--- config.mk ---
export PLATFORM = sky130hd
export DESIGN_NAME = dma_channel_interrupt_control
export DESIGN_NICKNAME = d
export VERILOG_FILES = /design/src/dma_irq_pkg.sv /design/src/dma_channel_interrupt_control.sv
export SDC_FILE = /design/constraint.sdc
export NUM_CORES = 1
export LEC_CHECK = 0
export ABC_CLOCK_PERIOD_IN_PS = 3200
export BUFFER_PORTS_ARGS = -buffer_cell sky130_fd_sc_hd__buf_2
export CORE_ASPECT_RATIO = 0.5
export CORE_UTILIZATION = 30
export DETAILED_ROUTE_END_ITERATION = 10
export GPL_ROUTABILITY_DRIVEN = 0
export GPL_TIMING_DRIVEN = 0
export PLACE_DENSITY = 0.49
export SLEW_MARGIN = 20
export SYNTH_ARGS = -nofsm -noshare
export SYNTH_HDL_FRONTEND = slang
export SYNTH_SLANG_ARGS = --single-unit
--- constraint.sdc ---
create_clock -name aclk -period 3.2 [get_ports aclk]
set_clock_uncertainty 0.15 [all_clocks]
set_input_delay 0.16 -clock aclk [delete_from_list [all_inputs] [get_ports aclk]]
set_output_delay 0.16 -clock aclk [all_outputs]
set_load 0.02 [all_outputs]
--- src/dma_irq_pkg.sv ---
// Constants and types for the DMA channel interrupt control block
`default_nettype none
package dma_irq_pkg;
  localparam logic [7:0]  CTRL_OFFSET       = 8'h00;
  localparam logic [7:0]  COUNT_OFFSET      = 8'h04;
  localparam logic [7:0]  BLOCK_OFFSET      = 8'h08;
  localparam logic [7:0]  IRQ_STATUS_OFFSET = 8'h0C;
  localparam logic [7:0]  IRQ_MASK_OFFSET   = 8'h10;
  localparam int          ESCAPE_FLAG_BIT   = 17;
  localparam int          END_FLAG_BIT      = 16;
  localparam int          ACCESS_SIZE_LSB   = 14;
  localparam int          MODE_LSB          = 12;
  localparam int          SIZE_ERR_IE_BIT   = 11;
  localparam int          RESERVED_BIT      = 10;
  localparam int          ESCAPE_IE_BIT     = 9;
  localparam int          END_IE_BIT        = 8;
  localparam int          CHANNEL_EN_BIT    = 0;
  localparam logic [31:0] CTRL_WRITE_MASK   = 32'h0000FB01;
  localparam logic [31:0] CTRL_RESET        = 32'h00000000;
  localparam logic [31:0] COUNT_RESET       = 32'h00000000;
  localparam logic [31:0] BLOCK_RESET       = 32'h00000001;
  localparam logic [1:0]  STATUS_RESET      = 2'h0;
  localparam logic [1:0]  MASK_RESET        = 2'h0;
  localparam logic [1:0]  RESP_OKAY         = 2'h0;
  localparam logic [1:0]  RESP_SLVERR       = 2'h2;

  typedef enum logic [1:0]
  {
    MODE_NORMAL = 2'b00,
    MODE_BLOCK  = 2'b01,
    MODE_REPEAT = 2'b10,
    MODE_BAD    = 2'b11
  } xfer_mode_t;

  // Channel events from the transfer engine
  typedef struct packed
  {
    logic        xfer_request;
    logic        xfer_done;
    logic        repeat_size_end;
    logic        area_overflow_end;
  } chan_events_t;
endpackage
`default_nettype wire

--- src/dma_channel_interrupt_control.sv ---
// DMA channel interrupt control with AXI4-Lite register slave
`timescale 1ns/1ns
`default_nettype none
module dma_channel_interrupt_control
(
  input  wire logic                       aclk,
  input  wire logic                       aresetn,
  input  wire logic [7:0]                 s_axi_awaddr,
  input  wire logic                       s_axi_awvalid,
  output var  logic                       s_axi_awready,
  input  wire logic [31:0]                s_axi_wdata,
  input  wire logic [3:0]                 s_axi_wstrb,
  input  wire logic                       s_axi_wvalid,
  output var  logic                       s_axi_wready,
  output var  logic [1:0]                 s_axi_bresp,
  output var  logic                       s_axi_bvalid,
  input  wire logic                       s_axi_bready,
  input  wire logic [7:0]                 s_axi_araddr,
  input  wire logic                       s_axi_arvalid,
  output var  logic                       s_axi_arready,
  output var  logic [31:0]                s_axi_rdata,
  output var  logic [1:0]                 s_axi_rresp,
  output var  logic                       s_axi_rvalid,
  input  wire logic                       s_axi_rready,
  input  wire dma_irq_pkg::chan_events_t  events,
  input  wire logic [31:0]                count_load,
  input  wire logic                       count_load_en,
  input  wire logic                       count_dec_en,
  output var  logic                       channel_enable,
  output var  logic                       escape_irq,
  output var  logic                       xfer_end_irq,
  output var  logic                       irq
);
  logic [31:0] ctrl;
  logic [31:0] transfer_count;
  logic [31:0] block_size;
  logic [1:0]  irq_status;
  logic [1:0]  irq_mask;
  logic [7:0]  aw_addr;
  logic        aw_held;
  logic [31:0] w_data;
  logic [3:0]  w_strb;
  logic        w_held;

  // Write channel capture
  wire         aw_fire   = s_axi_awvalid && s_axi_awready;
  wire         w_fire    = s_axi_wvalid && s_axi_wready;
  wire         do_write  = aw_held && w_held && !s_axi_bvalid;
  wire [31:0]  strb_mask = {{8{w_strb[3]}}, {8{w_strb[2]}}, {8{w_strb[1]}}, {8{w_strb[0]}}};
  wire         wr_ctrl   = do_write && (aw_addr == dma_irq_pkg::CTRL_OFFSET);
  wire         wr_count  = do_write && (aw_addr == dma_irq_pkg::COUNT_OFFSET);
  wire         wr_block  = do_write && (aw_addr == dma_irq_pkg::BLOCK_OFFSET);
  wire         wr_stat   = do_write && (aw_addr == dma_irq_pkg::IRQ_STATUS_OFFSET);
  wire         wr_mask   = do_write && (aw_addr == dma_irq_pkg::IRQ_MASK_OFFSET);
  wire         wr_hit    = wr_ctrl || wr_count || wr_block || wr_stat || wr_mask;

  // Control field decode
  wire         size_err_en  = ctrl[dma_irq_pkg::SIZE_ERR_IE_BIT];
  wire         escape_en    = ctrl[dma_irq_pkg::ESCAPE_IE_BIT];
  wire         end_en       = ctrl[dma_irq_pkg::END_IE_BIT];
  wire         chan_en      = ctrl[dma_irq_pkg::CHANNEL_EN_BIT];
  wire         escape_flag  = ctrl[dma_irq_pkg::ESCAPE_FLAG_BIT];
  wire         counter_end_flag = ctrl[dma_irq_pkg::END_FLAG_BIT];
  wire [1:0]   access_code  = ctrl[dma_irq_pkg::ACCESS_SIZE_LSB +: 2];
  wire dma_irq_pkg::xfer_mode_t mode = dma_irq_pkg::xfer_mode_t'(ctrl[dma_irq_pkg::MODE_LSB +: 2]);

  // Bytes moved per request
  wire [31:0]  access_bytes = (access_code == 2'h0) ? 32'h00000001 :
                              (access_code == 2'h1) ? 32'h00000002 : 32'h00000004;
  wire [31:0]  unit_bytes   = (mode == dma_irq_pkg::MODE_BLOCK) ? block_size
                                                                : access_bytes;
  wire         size_short   = transfer_count < unit_bytes;
  wire         size_error   = size_err_en && chan_en && events.xfer_request
                              && size_short;

  // Flag set and clear terms; a set in the same cycle wins over a clear
  wire         escape_set   = size_error || events.repeat_size_end
                              || events.area_overflow_end;
  wire         end_set      = events.xfer_done && (transfer_count == 32'h00000000);
  wire [31:0]  wr_ctrl_val  = (ctrl & ~(dma_irq_pkg::CTRL_WRITE_MASK & strb_mask))
                              | (w_data & dma_irq_pkg::CTRL_WRITE_MASK & strb_mask);
  wire         enable_rise  = wr_ctrl && !chan_en
                              && wr_ctrl_val[dma_irq_pkg::CHANNEL_EN_BIT];
  // Flags clear by writing zero, or by starting the channel
  wire         esc_wclr     = wr_ctrl && strb_mask[dma_irq_pkg::ESCAPE_FLAG_BIT]
                              && !w_data[dma_irq_pkg::ESCAPE_FLAG_BIT];
  wire         end_wclr     = wr_ctrl && strb_mask[dma_irq_pkg::END_FLAG_BIT]
                              && !w_data[dma_irq_pkg::END_FLAG_BIT];
  wire         next_escape  = escape_set || (escape_flag && !esc_wclr && !enable_rise);
  wire         next_end     = end_set || (counter_end_flag && !end_wclr && !enable_rise);
  wire         next_chan_en = size_error ? 1'b0 : (wr_ctrl ? wr_ctrl_val[0] : chan_en);

  logic [31:0] next_ctrl;
  always_comb
  begin
    next_ctrl = wr_ctrl ? wr_ctrl_val : ctrl;
    next_ctrl[dma_irq_pkg::CHANNEL_EN_BIT] = next_chan_en;
    next_ctrl[dma_irq_pkg::ESCAPE_FLAG_BIT] = next_escape;
    next_ctrl[dma_irq_pkg::END_FLAG_BIT] = next_end;
    next_ctrl[dma_irq_pkg::RESERVED_BIT] = 1'b0;
  end

  // Interrupt request levels
  wire         next_escape_irq = escape_en && escape_flag;
  wire         next_end_irq    = end_en && counter_end_flag;
  wire [1:0]   events_seen     = {end_set, escape_set};
  wire [1:0]   next_status     = events_seen
                                 | (irq_status & ~(wr_stat ? w_data[1:0] : 2'h0));

  // Read decode
  wire         rd_fire  = s_axi_arvalid && s_axi_arready;
  wire [31:0]  rd_ctrl  = ctrl;
  wire         rd_hit   = (s_axi_araddr == dma_irq_pkg::CTRL_OFFSET)
                          || (s_axi_araddr == dma_irq_pkg::COUNT_OFFSET)
                          || (s_axi_araddr == dma_irq_pkg::BLOCK_OFFSET)
                          || (s_axi_araddr == dma_irq_pkg::IRQ_STATUS_OFFSET)
                          || (s_axi_araddr == dma_irq_pkg::IRQ_MASK_OFFSET);
  wire [31:0]  rd_value = (s_axi_araddr == dma_irq_pkg::CTRL_OFFSET)   ? rd_ctrl :
                          (s_axi_araddr == dma_irq_pkg::COUNT_OFFSET)  ? transfer_count :
                          (s_axi_araddr == dma_irq_pkg::BLOCK_OFFSET)  ? block_size :
                          (s_axi_araddr == dma_irq_pkg::IRQ_STATUS_OFFSET) ? {30'h0, irq_status} :
                          (s_axi_araddr == dma_irq_pkg::IRQ_MASK_OFFSET)   ? {30'h0, irq_mask} :
                          32'h00000000;

  // Transfer counter: load and decrement from the engine, or software write
  wire [31:0]  next_count = count_load_en ? count_load :
                            wr_count      ? ((transfer_count & ~strb_mask) | (w_data & strb_mask)) :
                            (count_dec_en && transfer_count != 32'h00000000)
                                          ? transfer_count - 32'h00000001 : transfer_count;

  // Next values of the write channel registers
  wire         next_aw_held = do_write ? 1'b0 : (aw_fire || aw_held);
  wire         next_w_held  = do_write ? 1'b0 : (w_fire || w_held);
  // Address and data are captured independently, in either order
  wire [7:0]   next_aw_addr = aw_fire ? s_axi_awaddr : aw_addr;
  wire [31:0]  next_w_data  = w_fire ? s_axi_wdata : w_data;
  wire [3:0]   next_w_strb  = w_fire ? s_axi_wstrb : w_strb;
  // Ready stays low while a write is held or answered
  wire         next_awready = !aw_held && !aw_fire && !s_axi_bvalid;
  wire         next_wready  = !w_held && !w_fire && !s_axi_bvalid;
  // Response stands until bready
  wire         next_bvalid  = do_write || (s_axi_bvalid && !s_axi_bready);
  wire [1:0]   next_bresp   = !do_write ? s_axi_bresp :
                              wr_hit    ? dma_irq_pkg::RESP_OKAY : dma_irq_pkg::RESP_SLVERR;

  // Next values of the read channel registers
  wire         next_arready = !s_axi_rvalid && !rd_fire;
  // Read data stands until rready
  wire         next_rvalid  = rd_fire || (s_axi_rvalid && !s_axi_rready);
  wire [31:0]  next_rdata   = rd_fire ? rd_value : s_axi_rdata;
  wire [1:0]   next_rresp   = !rd_fire ? s_axi_rresp :
                              rd_hit   ? dma_irq_pkg::RESP_OKAY : dma_irq_pkg::RESP_SLVERR;

  // Next values of the remaining registers
  wire [31:0]  next_block   = wr_block ? ((block_size & ~strb_mask) | (w_data & strb_mask))
                                       : block_size;
  wire [1:0]   next_mask    = wr_mask ? w_data[1:0] : irq_mask;
  // Masked status summary
  wire         next_irq     = |(next_status & irq_mask);

  // Register file
  always_ff @(posedge aclk)
  begin
    if (!aresetn)
      ctrl <= dma_irq_pkg::CTRL_RESET;
    else
      ctrl <= next_ctrl;
  end

  // Engine load beats a software write
  always_ff @(posedge aclk)
  begin
    if (!aresetn)
      transfer_count <= dma_irq_pkg::COUNT_RESET;
    else
      transfer_count <= next_count;
  end

  always_ff @(posedge aclk)
  begin
    if (!aresetn)
      block_size <= dma_irq_pkg::BLOCK_RESET;
    else
      block_size <= next_block;
  end

  always_ff @(posedge aclk)
  begin
    if (!aresetn)
      irq_status <= dma_irq_pkg::STATUS_RESET;
    else
      irq_status <= next_status;
  end

  always_ff @(posedge aclk)
  begin
    if (!aresetn)
      irq_mask <= dma_irq_pkg::MASK_RESET;
    else
      irq_mask <= next_mask;
  end

  // Registered outputs
  // Mirrors control bit 0, size error drops included
  always_ff @(posedge aclk)
  begin
    if (!aresetn)
      channel_enable <= 1'b0;
    else
      channel_enable <= next_chan_en;
  end

  // Requests lag the flags by one cycle
  always_ff @(posedge aclk)
  begin
    if (!aresetn)
      escape_irq <= 1'b0;
    else
      escape_irq <= next_escape_irq;
  end

  always_ff @(posedge aclk)
  begin
    if (!aresetn)
      xfer_end_irq <= 1'b0;
    else
      xfer_end_irq <= next_end_irq;
  end

  always_ff @(posedge aclk)
  begin
    if (!aresetn)
      irq <= 1'b0;
    else
      irq <= next_irq;
  end

  // AXI4-Lite write channel flops
  always_ff @(posedge aclk)
  begin
    if (!aresetn)
      aw_held <= 1'b0;
    else
      aw_held <= next_aw_held;
  end

  always_ff @(posedge aclk)
  begin
    if (!aresetn)
      w_held <= 1'b0;
    else
      w_held <= next_w_held;
  end

  always_ff @(posedge aclk)
  begin
    if (!aresetn)
      aw_addr <= 8'h00;
    else
      aw_addr <= next_aw_addr;
  end

  always_ff @(posedge aclk)
  begin
    if (!aresetn)
      w_data <= 32'h00000000;
    else
      w_data <= next_w_data;
  end

  always_ff @(posedge aclk)
  begin
    if (!aresetn)
      w_strb <= 4'h0;
    else
      w_strb <= next_w_strb;
  end

  always_ff @(posedge aclk)
  begin
    if (!aresetn)
      s_axi_awready <= 1'b0;
    else
      s_axi_awready <= next_awready;
  end

  always_ff @(posedge aclk)
  begin
    if (!aresetn)
      s_axi_wready <= 1'b0;
    else
      s_axi_wready <= next_wready;
  end

  always_ff @(posedge aclk)
  begin
    if (!aresetn)
      s_axi_bvalid <= 1'b0;
    else
      s_axi_bvalid <= next_bvalid;
  end

  always_ff @(posedge aclk)
  begin
    if (!aresetn)
      s_axi_bresp <= dma_irq_pkg::RESP_OKAY;
    else
      s_axi_bresp <= next_bresp;
  end

  // AXI4-Lite read channel flops
  always_ff @(posedge aclk)
  begin
    if (!aresetn)
      s_axi_arready <= 1'b0;
    else
      s_axi_arready <= next_arready;
  end

  always_ff @(posedge aclk)
  begin
    if (!aresetn)
      s_axi_rvalid <= 1'b0;
    else
      s_axi_rvalid <= next_rvalid;
  end

  always_ff @(posedge aclk)
  begin
    if (!aresetn)
      s_axi_rdata <= 32'h00000000;
    else
      s_axi_rdata <= next_rdata;
  end

  always_ff @(posedge aclk)
  begin
    if (!aresetn)
      s_axi_rresp <= dma_irq_pkg::RESP_OKAY;
    else
      s_axi_rresp <= next_rresp;
  end
endmodule
`default_nettype wire

==> metrics.md <==
| Metric | Value |
|---|---|
| Outcome | completed |
| Fmax | approximately 340 MHz |
| Crit Path Max Fanout | 10 |
| # diodes | 0 |
| Maxcap violations | 0 |
| DRC viols | 0 |
| Routed wire length | roughly 34000 um |
| CTS tree | built |
| Power per cell area | roughly 470 nW/um^2 |
| CTS Sinks | about 170 |
| Non-filler cells, final | 1720 |
| Clock Pin Slew Worst Setup and Hold Paths | 70 ps |
| Dominant cell type by area after synthesis | dfxtp_1 |
| Largest net degree at the start of global routing | 17 |
| CTS max path bufs | 2 |
| Detail Route Antenna Nets | 0 |
| Max Used Layer | met4 |
| CP Capture Type | flop |
| Fin crit share | 92.6% |
| WL met2 | roughly 14000 um |
| DR pass1 iterations | 5 |
| Initial Utilization | 30.6% |
| Io pins | ~140 |
| Synth async-reset ratio | 0% |
| Initial DRC Count | just over 1000 |
| Vias in the first global route | approximately 8500 |
| Dominant synthesized flop cell | dfxtp_1 |
| GR Overflow Total | 0 |
| Syn Area/Cell | 7.89 um^2 |
| Setup violations, final | 0 |
| Met3 wire length | between 3000 and 4000 um |
| Peak supply drop | 0.320 mV |
| Rel. slew slack | 48.4% |
| Warnings from Yosys | 0 |
| Initial antenna violation count | 0 |
| Die ar. | 29100 um^2 |
| CTS Buf Count | 17 |
| Final hold viol count | 0 |
| CTS H-Tree Depth | 4 |
| Die width | 240 um |
| Die Span Y | roughly 120 um |
| Top-area cell type share of the netlist area | between 30% and 40% |
| Via count | between 9000 and 10000 |
| Fin util | 40.3% |
| Max Slew Vio Count | 0 |
| Skew-Pair Late Insertion Delay | ~450 ps |
| CTS Root Cell | clkbuf_16 |
| Global-route wire length before repair | 50100 um |
| Gr usage total | around a quarter |
| Area grow syn2layout | 31.7% |
| Crit path kind | reg2reg |
| Sequential share of the synthesized area | 39.0% |
| HPWL after DPL | 25800 um |
| Core area | 27800 um^2 |
| Port bufs | between 100 and 150 |
| Post-synth EDFFs | 0 |
| WL met1 | about 16000 um |
| Slew @ Worst Pin | 774 ps |
| Area of the mapped netlist | approximately 8500 um^2 |
| Synth area leaders | dfxtp_1 39%, nand2_1 12%, a21oi_1 7.0%, ha_1 4.7%, mux2i_1 4.3% |
| Vias per cell | about 5.3 |
| Netlist cell types | 77 |
| Fill cell count | ~3000 |
| Most numerous cell in the Yosys netlist | nand2_1 |
| Cells after DPL | 1599 |
| Core Rows | between 40 and 50 |
| Fin nets | between 1000 and 1500 |
| Wirelength per Cell | approximately 20 um |
| Crit path arrival time | ~3200 ps |
| Worst setup SP type | flop |
| Leading post-synthesis cells by instance count | 268 x nand2_1, 166 x dfxtp_1, 120 x a21oi_1 |
| Leakage | roughly 4.3 nW |
| Worst EP required | between 3000 and 4000 ps |
| Yosys reg bits | between 150 and 200 |
| Cells after synthesis | approximately 1100 |
| Share of cells above drive strength 1 | between 10% and 20% |
| Post-layout minimum cycle time | just under 3000 ps |
| Hold Crit Class | in2reg |
| RSZ-0062 raised after global routing | false |
==> worst paths after layout <==
check / end / slack [ps] / from / depth (start not counted)
max reg2reg: irq / 240 / flop / 11
min: flop / 20 / count_load[30] / 4
max: irq / 240 / flop / 11
min reg2reg: s_axi_rdata[10] / 300 / s_axi_rdata[10] / 2
==> layout make-up <==
type	count	area (um^2)	share of cell area [%]
inverters	11	41.3	0.368
well taps	382	478	4.26
clock inverters	14	201	1.80
repair buffers	226	1570	14.0
multi-input cells	834	4850	43.2
flip-flops and latches	166	3320	29.6
clock buffers	17	425	3.79
plain buffers	70	328	2.92
==> layer usage <==
layer | up-vias | GRT usage (%)
li1 | 4354 | -
met1 | 4299 | 34.3
met2 | 366 | 33.6
met3 | 31 | 6.30
met4 | 0 | 6.25
met5 | - | 0
==> critical path, cell delays in order (launching register included) <==
cell      delay [ps]
dfxtp_1          390
nor2b_1          170
clkbuf_2         190
clkbuf_2         300
nand2_1          100
ha_1             310
a21oi_1          120
o21ai_0          120
a22oi_1          260
a211oi_1         140
o31a_1           340
o21ai_0          280
==> where the power goes <==
group / switching [W] / leakage (nW) / internal, W
Combinational: 0.000429 / 2.62 / 0.000327
Clock: 0.000925 / 0.288 / 0.00131
Sequential: 0.000138 / 1.35 / 0.00214
==> placed cells by master (no fill, tap or decap), types with 17 or more instances in the layout <==
cell type / n
nor3_1: 18
mux2i_1: 37
a31oi_1: 21
ha_1: 32
a21oi_1: 120
dfxtp_1: 166
nor2_1: 41
o21ai_0: 73
clkbuf_1: 43
buf_2: 146
nand3_1: 28
nand2_1: 268
clkbuf_16: 17
a22o_1: 17
dlygate4sd3_1: 86
==> through the flow <==
stage	hold slack, ps	total power, W	setup TNS (ps)	worst slack (ps)	cell area [um^2]
detailed placement	226	0.00298	-145	-102	9680
global route	11.9	0.00546	0	20.6	11200
CTS	5.06	0.00527	0	49.2	11200
floorplan	121	0.00269	0	614	8530
finish	23.9	0.00526	0	237	11200
global placement	225	0.00296	-59.8	-59.8	9680
==> logic make-up (layout without fill, tap and decap cells) <==
kind of cell             Yosys count  after routing  share of synthesized area, %
flip-flops                       166            166                          39.0
AO/OA/AOI/OAI                    307            307                          21.8
AND/OR/NAND/NOR                  441            441                          24.3
multiplexers                      38             38                          4.48
adder cells (fa/ha/maj)           32             32                          4.70
other                              1              2                        0.0440
buffers and inverters             81            338                          4.24
XOR/XNOR                          14             14                          1.44
==> what timing repair did <==
action / 4_1_cts / 5_1_grt
gates cloned: 0 / 0
hold buffers: 86 / 0
buffers inserted: 0 / 4
gates resized for setup: 3 / 5
setup endpoints to repair: 3 / 12
endpoints found under the hold margin: 76 / 0
pin swaps: 0 / 1
Power figures use the tool's default switching activity.
